### config.mk
export PLATFORM = sky130hd
export DESIGN_NAME = activity_monitor_counters
export DESIGN_NICKNAME = d
export VERILOG_FILES = /design/src/hdl/activity_monitor_pkg.sv /design/src/hdl/activity_monitor_counters.sv
export SDC_FILE = /design/constraint.sdc
export NUM_CORES = 2
export LEC_CHECK = 0
export ABC_CLOCK_PERIOD_IN_PS = 2800
export BUFFER_PORTS_ARGS = -buffer_cell sky130_fd_sc_hd__buf_2
export CAP_MARGIN = 0
export CORE_UTILIZATION = 63
export DETAILED_ROUTE_END_ITERATION = 10
export PLACE_DENSITY = 0.82
export RECOVER_POWER = 25
export SLEW_MARGIN = 5
export SYNTH_ARGS = -nofsm -noshare
export SYNTH_HDL_FRONTEND = slang
export SYNTH_SLANG_ARGS = --single-unit
### constraint.sdc
create_clock -name ref_clk -period 2.8 [get_ports ref_clk]
set_clock_uncertainty 0.05 [all_clocks]
set_input_delay 0.14 -clock ref_clk [delete_from_list [all_inputs] [get_ports ref_clk]]
set_output_delay 0.14 -clock ref_clk [all_outputs]
set_load 0.02 [all_outputs]
### src/hdl/activity_monitor_pkg.sv
// Shared constants and carriers of the activity monitor counters
package activity_monitor_pkg;

  localparam int unsigned NUM_CNT = 7;
  localparam int unsigned NUM_GRP0 = 4;
  localparam int unsigned NUM_GRP1 = 3;
  localparam int unsigned CNT_W = 64;
  localparam int unsigned SEL_W = 5;
  localparam int unsigned ADDR_W = 12;

  // Counter slots; group 1 counters 10 to 12 live in slots 4 to 6
  localparam logic [2:0] SLOT_CORE_CYC = 3'h0;
  localparam logic [2:0] SLOT_CONST_CYC = 3'h1;
  localparam logic [2:0] SLOT_RETIRED = 3'h2;
  localparam logic [2:0] SLOT_MEM_STALL = 3'h3;

  // Fixed event codes, one per slot, slot 0 in the low half-word
  localparam logic [NUM_CNT-1:0][15:0] EVENT_CODE = {
    16'h0302, 16'h0301, 16'h0300, 16'h4005, 16'h0008, 16'h4004, 16'h0011
  };

  // System-register selector map
  localparam logic [SEL_W-1:0] SEL_CNT_BASE = 5'h00;
  localparam logic [SEL_W-1:0] SEL_TYPE_BASE = 5'h08;
  localparam logic [SEL_W-1:0] SEL_LEVEL2_AUX = 5'h10;
  localparam logic [SEL_W-1:0] SEL_LEVEL3_AUX = 5'h11;

  // Trap enable bit position in both auxiliary control registers
  localparam int unsigned TRAP_EN_BIT = 30;
  localparam logic TRAP_EN_RESET = 1'b0;

  // Privilege levels
  localparam logic [1:0] LEVEL2 = 2'h2;
  localparam logic [1:0] LEVEL3 = 2'h3;

  // Debug APB byte map: counters as low then high word, types one word each
  localparam logic [ADDR_W-1:0] APB_CNT_BASE = 12'h000;
  localparam logic [ADDR_W-1:0] APB_CNT_SPAN = 12'h038;
  localparam logic [ADDR_W-1:0] APB_TYPE_BASE = 12'h400;
  localparam logic [ADDR_W-1:0] APB_TYPE_SPAN = 12'h01c;

  typedef struct packed {
    logic valid;
    logic write;
    logic [1:0] level;
    logic [SEL_W-1:0] sel;
    logic [CNT_W-1:0] wdata;
  } sysreg_req_t;

  typedef struct packed {
    logic done;
    logic trap;
    logic [CNT_W-1:0] rdata;
  } sysreg_rsp_t;

endpackage : activity_monitor_pkg

### src/hdl/activity_monitor_counters.sv
// Activity monitor counters with system-register and read-only debug APB access
`timescale 1ns/1ps
`default_nettype none

module activity_monitor_counters #(
  parameter int unsigned RETIRE_W = 3
) (
  // Clock and cold reset
  input wire logic ref_clk,
  input wire logic rst_b,
  // Event inputs
  input wire logic const_rate_tick,
  input wire logic [RETIRE_W-1:0] retired_count,
  input wire logic mem_stall_cycle,
  input wire logic [activity_monitor_pkg::NUM_GRP1-1:0] aux_event,
  // System-register access
  input wire activity_monitor_pkg::sysreg_req_t sysreg_req,
  output activity_monitor_pkg::sysreg_rsp_t sysreg_rsp,
  // Debug APB
  input wire logic psel,
  input wire logic penable,
  input wire logic pwrite,
  input wire logic [activity_monitor_pkg::ADDR_W-1:0] paddr,
  output logic [31:0] prdata,
  output logic pready,
  output logic pslverr
);

  localparam int unsigned N = activity_monitor_pkg::NUM_CNT;
  localparam int unsigned W = activity_monitor_pkg::CNT_W;

  logic [N-1:0][W-1:0] cnt_q;
  logic [N-1:0][W-1:0] inc;
  logic level2_trap_en_q;
  logic level3_trap_en_q;
  activity_monitor_pkg::sysreg_rsp_t rsp_q;
  logic [31:0] prdata_q;
  logic pready_q;
  logic pslverr_q;

  // Increments; no debug authentication input exists to gate them
  always_comb begin
    inc = '0;
    inc[activity_monitor_pkg::SLOT_CORE_CYC] = W'(1);
    inc[activity_monitor_pkg::SLOT_CONST_CYC] = W'(const_rate_tick);
    inc[activity_monitor_pkg::SLOT_RETIRED] = W'(retired_count);
    inc[activity_monitor_pkg::SLOT_MEM_STALL] = W'(mem_stall_cycle);
    for (int k = 0; k < activity_monitor_pkg::NUM_GRP1; k++) begin
      inc[activity_monitor_pkg::NUM_GRP0 + k] = W'(aux_event[k]);
    end
  end

  // Request decode
  logic [4:0] sel;
  logic [4:0] type_idx;
  logic is_cnt;
  logic is_type;
  logic is_aux2;
  logic is_aux3;
  logic below2;
  logic below3;
  logic trap;
  logic cnt_load;

  assign sel = sysreg_req.sel;
  assign type_idx = sel - activity_monitor_pkg::SEL_TYPE_BASE;
  assign is_cnt = sel < 5'(N);
  assign is_type = (sel >= activity_monitor_pkg::SEL_TYPE_BASE) && (type_idx < 5'(N));
  assign is_aux2 = sel == activity_monitor_pkg::SEL_LEVEL2_AUX;
  assign is_aux3 = sel == activity_monitor_pkg::SEL_LEVEL3_AUX;
  assign below2 = sysreg_req.level < activity_monitor_pkg::LEVEL2;
  assign below3 = sysreg_req.level < activity_monitor_pkg::LEVEL3;

  // Trap from each level the enables guard; counter writes only from level 3
  always_comb begin
    trap = 1'b1;
    if (is_cnt || is_type) begin
      trap = (below3 && !level3_trap_en_q) || (below2 && !level2_trap_en_q);
      if (is_cnt && sysreg_req.write && below3) begin
        trap = 1'b1;
      end
    end else if (is_aux2) begin
      trap = below2;
    end else if (is_aux3) begin
      trap = below3;
    end
  end

  assign cnt_load = sysreg_req.valid && sysreg_req.write && is_cnt && !trap;

  // Counters wrap freely; no overflow flag or interrupt is kept
  always_ff @(posedge ref_clk or negedge rst_b) begin
    if (!rst_b) begin
      cnt_q <= '0;
    end else begin
      for (int i = 0; i < N; i++) begin
        if (cnt_load && sel == 5'(i)) begin
          cnt_q[i] <= sysreg_req.wdata;
        end else begin
          cnt_q[i] <= cnt_q[i] + inc[i];
        end
      end
    end
  end

  // Auxiliary control enables; APB never reaches them
  always_ff @(posedge ref_clk or negedge rst_b) begin
    if (!rst_b) begin
      level2_trap_en_q <= activity_monitor_pkg::TRAP_EN_RESET;
      level3_trap_en_q <= activity_monitor_pkg::TRAP_EN_RESET;
    end else if (sysreg_req.valid && sysreg_req.write && !trap) begin
      if (is_aux2) begin
        level2_trap_en_q <= sysreg_req.wdata[activity_monitor_pkg::TRAP_EN_BIT];
      end
      if (is_aux3) begin
        level3_trap_en_q <= sysreg_req.wdata[activity_monitor_pkg::TRAP_EN_BIT];
      end
    end
  end

  // System-register answer one cycle after the request; 64-bit state only
  always_ff @(posedge ref_clk or negedge rst_b) begin
    if (!rst_b) begin
      rsp_q <= '0;
    end else begin
      rsp_q.done <= sysreg_req.valid;
      rsp_q.trap <= sysreg_req.valid && trap;
      rsp_q.rdata <= '0;
      if (sysreg_req.valid && !trap && !sysreg_req.write) begin
        if (is_cnt) begin
          rsp_q.rdata <= cnt_q[sel[2:0]];
        end else if (is_type) begin
          rsp_q.rdata <= W'(activity_monitor_pkg::EVENT_CODE[type_idx[2:0]]);
        end else if (is_aux2) begin
          rsp_q.rdata[activity_monitor_pkg::TRAP_EN_BIT] <= level2_trap_en_q;
        end else if (is_aux3) begin
          rsp_q.rdata[activity_monitor_pkg::TRAP_EN_BIT] <= level3_trap_en_q;
        end
      end
    end
  end

  // APB decode
  logic [11:0] cnt_off;
  logic [11:0] type_off;
  logic apb_setup;
  logic [31:0] apb_word;
  logic apb_hit;

  assign cnt_off = paddr - activity_monitor_pkg::APB_CNT_BASE;
  assign type_off = paddr - activity_monitor_pkg::APB_TYPE_BASE;
  assign apb_setup = psel && !penable;

  always_comb begin
    apb_word = '0;
    apb_hit = 1'b0;
    if (paddr[1:0] == 2'h0 && cnt_off < activity_monitor_pkg::APB_CNT_SPAN) begin
      apb_hit = 1'b1;
      apb_word = cnt_off[2] ? cnt_q[cnt_off[5:3]][63:32] : cnt_q[cnt_off[5:3]][31:0];
    end else if (paddr[1:0] == 2'h0 && type_off < activity_monitor_pkg::APB_TYPE_SPAN) begin
      apb_hit = 1'b1;
      apb_word = 32'(activity_monitor_pkg::EVENT_CODE[type_off[4:2]]);
    end
  end

  // Zero-wait answer in the access phase; writes complete and store nothing
  // Low and high words are separate reads, so a carry between them can tear
  always_ff @(posedge ref_clk or negedge rst_b) begin
    if (!rst_b) begin
      prdata_q <= '0;
      pready_q <= 1'b0;
      pslverr_q <= 1'b0;
    end else begin
      pready_q <= apb_setup;
      pslverr_q <= apb_setup && !pwrite && !apb_hit;
      prdata_q <= (apb_setup && !pwrite) ? apb_word : 32'h0000_0000;
    end
  end

  assign sysreg_rsp = rsp_q;
  assign prdata = prdata_q;
  assign pready = pready_q;
  assign pslverr = pslverr_q;
endmodule : activity_monitor_counters

`default_nettype wire

# Yosys cells after proc, flatten, opt, wreduce, memory -nomap -nowiden

Memories as Yosys holds them, arrays and structs flattened.
Index checks and enable logic that the tools add are counted.

Output and inout port bits: 100
ROM bits: 256
Word-level logic and storage cells: 111
Register bits: 550
Memories: 2
Bits of input ports: 98

Reduce and logical (&&, ||, !) cells: 37
Mux-type cells: 29
Eq/ne operators: 8
Add/sub/neg operators: 9
Order comparisons: 11

Memories:

| memory           | depth | width | read ports | clocked after memory_dff | write ports | RTL line                         | RTL |
|---|---|---|---|---|---|---|---|
| (name not given) | 8     | 16    | 1          | 0                        | 0           | activity_monitor_counters.sv:162 | `apb_word = 32'(activity_monitor_pkg::EVENT_CODE[type_off[4:2]]);` |
| (name not given) | 8     | 16    | 1          | 0                        | 0           | activity_monitor_counters.sv:133 | `rsp_q.rdata <= W'(activity_monitor_pkg::EVENT_CODE[type_idx[2:0]]);` |

Operators with widths:

| operator                                                           | count |
|---|---|
| two-way mux 64 bit                                                 | 11 |
| binary-select mux 64 bit (select 3 bit)                            | 2 |
| adder 64 x 1 -> 64 bit                                             | 5 |
| two-way mux 32 bit                                                 | 3 |
| adder 64 x 1 -> 64 bit (second input constant)                     | 1 |
| adder 64 x 3 -> 64 bit                                             | 1 |
| two-way mux 16 bit                                                 | 4 |
| logical AND 1 bit                                                  | 24 |
| < comparator 3 x 4 -> 1 bit (second input constant)                | 4 |
| equality test 5 x 3 -> 1 bit (second input constant)               | 3 |
| < comparator 12 x 5 -> 1 bit (second input constant)               | 1 |
| < comparator 12 x 6 -> 1 bit (second input constant)               | 1 |
| subtractor 12 x 11 -> 12 bit (second input constant)               | 1 |
| equality test 5 x 2 -> 1 bit (second input constant)               | 2 |
| equality test 5 bit (second input constant)                        | 2 |
| < comparator 5 x 3 -> 1 bit (second input constant)                | 2 |
| two-way mux 1 bit                                                  | 9 |
| logical NOT 1 bit                                                  | 7 |
| equality test 5 x 1 -> 1 bit (second input constant)               | 1 |
| greater-or-equal comparator 5 x 4 -> 1 bit (second input constant) | 1 |
| logical NOT 5 bit                                                  | 1 |
| subtractor 5 x 4 -> 5 bit (second input constant)                  | 1 |
| < comparator 2 bit (second input constant)                         | 2 |
| AND reduction 2 bit                                                | 2 |
| other kinds (2)                                                    | 3 |

# Depth between registers and ports, before layout

Depth after elaboration: 9
Mapped depth: 15
Gate-level depth less buffers: 8

# Least setup slack after synthesis

Ideal clock, no wire load.

Path type: input to register
Start point: input sysreg_req[64] (netlist bit)
End point: register cnt_q[100] (netlist bit)
Library setup time: 0.137 ns
Slack: -0.591 ns
Path buffers: 8
Stages on the path: 15
Arrival time: 3.204 ns
Data required time: 2.613 ns
Path through: buf_2 > buf_2 > buf_1 > clkbuf_1 > inv_1 > ha_1 > a21o_1 > nand3_1 > a221oi_1 > buf_2 > nand4_1 > clkbuf_1 > clkbuf_1 > buf_1 > a21oi_1

Longest elaborated chain between the ends: 9
Elaborated cells on any way between the ends: 20
Those cells by class: add/sub: 1; order compare: 3; eq/ne: 3; mux: 5; reduce/logical: 8

Ends and longest elaborated chain:

| what                                                                     | RTL line                                                         | RTL |
|---|---|---|
| from (decl)                                                              | activity_monitor_counters.sv:17                                  | `input wire activity_monitor_pkg::sysreg_req_t sysreg_req,` |
| subtractor 5 x 4 -> 5 bit or < comparator 5 x 3 -> 1 bit (tied branches) | activity_monitor_counters.sv:66, activity_monitor_counters.sv:67 |  |
| < comparator 5 x 3 -> 1 bit or logical AND 1 bit (tied branches)         | activity_monitor_counters.sv:68, activity_monitor_counters.sv:79 |  |
| logical AND 1 bit (on tied branches)                                     | activity_monitor_counters.sv:68, activity_monitor_counters.sv:79 |  |
| logical OR 1 bit or two-way mux 1 bit (tied branches)                    | activity_monitor_counters.sv:77, activity_monitor_counters.sv:79 |  |
| two-way mux 1 bit                                                        | activity_monitor_counters.sv:77                                  | `if (is_cnt \|\| is_type) begin` |
| logical NOT 1 bit                                                        | activity_monitor_counters.sv:89                                  | `assign cnt_load = sysreg_req.valid && sysreg_req.write && is_cnt && !trap;` |
| logical AND 1 bit                                                        | activity_monitor_counters.sv:89                                  |  |
| logical AND 1 bit (*)                                                    | activity_monitor_counters.sv:97                                  | `if (cnt_load && sel == 5'(i)) begin` |
| two-way mux 64 bit (*)                                                   | activity_monitor_counters.sv:97                                  |  |
| to (signal, indexed assignment)                                          | activity_monitor_counters.sv:98                                  | `cnt_q[i] <= sysreg_req.wdata;` |
| to (signal, indexed assignment)                                          | activity_monitor_counters.sv:100                                 | `cnt_q[i] <= cnt_q[i] + inc[i];` |
| to (decl)                                                                | activity_monitor_counters.sv:32                                  | `logic [N-1:0][W-1:0] cnt_q;` |

Mark *: on every way between the ends. The rest lies on a longest branch, timed or not.
A chain may end at the register's enable or synchronous reset.

# Worst setup path after layout

Start point: input sysreg_req[67] (netlist bit)
End point: register cnt_q[192] (netlist bit)

Same word-level chain as after synthesis.

==> flow_summary.yaml <==
global_route:
  grt_pass1_vias: 33725
  grt_use_met2_pct: 71.1
  antenna_found_initial: 16
  top_usage_layer: "met2"
  use_met3_pct: 19.2
  grt_pass1_wl_um: 215000
  grt_max_degree: 132
  grt_overflow: 0
  use_met1_pct: 66.5
  grt_usage_pct: 51.3
placed_design:
  hpwl_um: 102000
  place_area_um2: 38400
  numPortBuffers: 197
  pre_cts_slack_ns: -0.0201
  gp_congestion: 1.10
power_and_ir_drop:
  ir_drop_mv: 0.795
  leakage_nw: 17.6
  finalPower_mw: 22.3
  powerDensity_nw_per_um2: 537
critical_path:
  worstPathArrival_ns: 3.22
  slowest_delay_ns: 0.60
  crit_fanout: 51
  required_ns: 3.27
  criticalPathCategory: "primary input to flop"
  critical-path-slowest-cell: "dlygate4sd3_1"
  crit_start: "sysreg_req[67]"
  path_cells: "dlygate4sd3_1, buf_2, nor2_4, nand3_1, a221oi_2, buf_4, nand4_1, buf_6, nand2_1, o21ai_0, dlygate4sd3_1"
  crit_path_start_kind: "primary input"
  rr_startpoint: "cnt_q[351]"
  cp_common_cell: "dlygate4sd3_1"
  crit_path_end_kind: "flop"
  cpLargestDelayFamily: "buffers and inverters"
  critPathBufInv: 5
sta:
  timing.final.crit_share_pct: 98.1
  tightestPinTransition_ns: 2.77
  min_period_ns: 2.75
  rsz0062_at_grt: "true"
  hold_viol: 0
  max_freq_mhz: 364
  maxSlewViolCount: 70
  slew_headroom_pct: -84.7
  worst_slack_ns: 0.0542
  final-setup-viol-count: 0
outcome:
  status: "complete, but fails checks"
  violations: "capacitance limit, slew limit"
layout:
  drive_gt1_share_pct: 17.6
  fin_nets: 4364
  area_growth_pct: 18.0
  final_area_um2: 41500
die:
  rows: 86
  ioPinCount: 198
  core_um2: 55100
  dieArea_um2: 56800
  start_util_pct: 63.8
  die_h_um: 238
  die-width_um: 238
yosys:
  synth_compound_area_share_pct: 12.0
  muxShareOfSynthArea_pct: 12.8
  synth_top_family_by_area: "simple AND/OR/NAND/NOR gates"
  synth-adder-area-share_pct: 0.840
  ys_ff_latch: 550
  syn_nets: 4025
  ys.flop_type: "dfrtp_1"
  netlist-cell-type-count: 60
  synth_edf_count: 0
  syn_area_um2: 35200
  netlist_instances: 3904
  yosysSeqAreaShare_pct: 39.1
  synth-xor-area-share_pct: 10.8
  avgSynthCellArea_um2: 9.01
  async_reset_ff_share_pct: 100
  synth_simple_gate_area_share_pct: 20.8
  yosys_warnings: 0
clocking:
  htreeDepth: 2
  clock_sinks: 550
  clkLatencyLatePin_ns: 0.66
  cts_tree: "yes"
  clockBufferDepth: 3
  path_clk_slew_ns: 0.06
  root_buffer: "clkbuf_16"
  cts_buffers: 59
detailed_routing:
  wire_per_inst_um: 28.9
  drtPass1Iterations: 6
  finalWirelength_um: 146000
  drt_iter0_drc: 5832
  vias: 35415
  drc_errors: 0
  antenna_left: 0
  via_per_inst: 7.02
job:
  cap_violations: 1
worst_hold_path:
  hold_class: "primary input to flop"
  min_from: "sysreg_req[65]"
==> cells by family after synthesis <==
| group | Yosys count |
|---|---|
| AOI/OAI and AO/OA | 747 |
| xor gates and xnor gates | 433 |
| adders and majority gates | 23 |
| buffers and inverters | 322 |
| DFF | 550 |
| muxes | 279 |
| and+or+nand+nor | 1550 |
==> worst register-to-register path, cell delays in order, from the launching register on <==
cell and delay, ns:
dfrtp_1 0.44, and4_1 0.27, nand4_1 0.34, or4_1 0.80, nor4_1 0.44, xnor2_1 0.17
a21oi_1 0.08
==> path summary, 6_finish.rpt <==
kind	endpoint	slack (ns)	cells past startpoint
worst max-delay path	cnt_q[192]	0.05	11
worst min-delay path	sysreg_rsp[0]	0.06	4
worst max register to register	cnt_q[383]	0.08	6
worst min register to register	level2_trap_en_q	0.51	1
max in group asynchronous	cnt_q[374]	0.21	2
min in group asynchronous	cnt_q[410]	0.80	2
==> routing by layer <==
metal	wire [um]	part of all wire, %	vias up
met3	23900	16	775
met2	59100	41	3187
li1	-	-	14573
met4	12700	8.7	18
met5	119	0.082	-
met1	49800	34	16862
==> synth_stat cells (all sizes together) (66+ instances only) <==
master / number / share of area, %
xor2: 159 / 4.0
nor3: 113 / 1.7
dfrtp: 550 / 39
clkbuf: 192 / 2.1
nand2: 273 / 2.9
mux4: 130 / 8.4
xnor2: 274 / 6.8
o21ai: 132 / 1.9
mux2i: 100 / 2.8
a21oi: 452 / 6.4
nand4: 134 / 2.4
nor2: 617 / 6.6
nand3: 178 / 2.5
buf: 66 / 0.89
==> registers in the layout, indices dropped and copies added, names as in the netlist <==
name and flops:
pslverr 1, level2_trap_en_q 1, cnt_q 448, pready 1
level3_trap_en_q 1, sysreg_rsp 66, prdata 32
==> where the power goes <==
group | switching (mW) | internal [mW] | leakage [nW]
registers | 0.876 | 8.53 | 7.51
logic | 2.28 | 1.72 | 8.98
clock network | 3.54 | 5.34 | 1.08
==> repair_timing <==
action / CTS / global route
hold buffers: 93 / 0
pin swaps: 0 / 2
endpoints found under the setup margin: 1 / 23
hold endpoints to repair: 526 / 0
buffers inserted: 0 / 4
resized for setup: 2 / 11
==> per-stage QoR <==
stage	cells	hold WS (ns)	TNS, ns	util [%]
2_1_floorplan	3904	-0.206	0	-
3_3_place_gp	4833	0.179	0	69.6
3_5_place_dp	4833	0.178	-0.0201	69.6
4_1_cts	5036	0.0278	0	75.3
5_1_grt	5041	0.114	-0.0320	75.3
6_report	5045	0.0574	0	75.3
==> cell type report <==
class / count / area, um^2
Timing Repair Buffer: 537 / 4180
Multi-Input combinational cell: 3032 / 20200
Inverter: 63 / 236
Fill cell: 3826 / 13600
Tap cell: 748 / 936
Antenna cell: 5 / 12.5
Clock buffer: 82 / 1750
Sequential cell: 550 / 13800
Clock inverter: 28 / 424
==> placed cells by master (no fill, tap or decap), drive strengths merged, types with 4 or more instances in the layout <==
cell type,n
diode,5
and4,25
buf,434
mux2i,100
nand2,273
or3,10
o21ai,132
ha,22
a21oi,452
o211ai,61
mux2,49
a211oi,53
clkbuf,92
or4,9
nor2b,6
and3,63
nand4,134
inv,63
clkinv,15
mux4,130
or2,4
a221o,29
xor2,159
dfrtp,550
nor3,113
bufinv,11
nand3,178
dlygate4sd3,93
xnor2,274
nor4,59
and2,49
a31oi,8
nor2,617
Power figures use the tool's default switching activity.
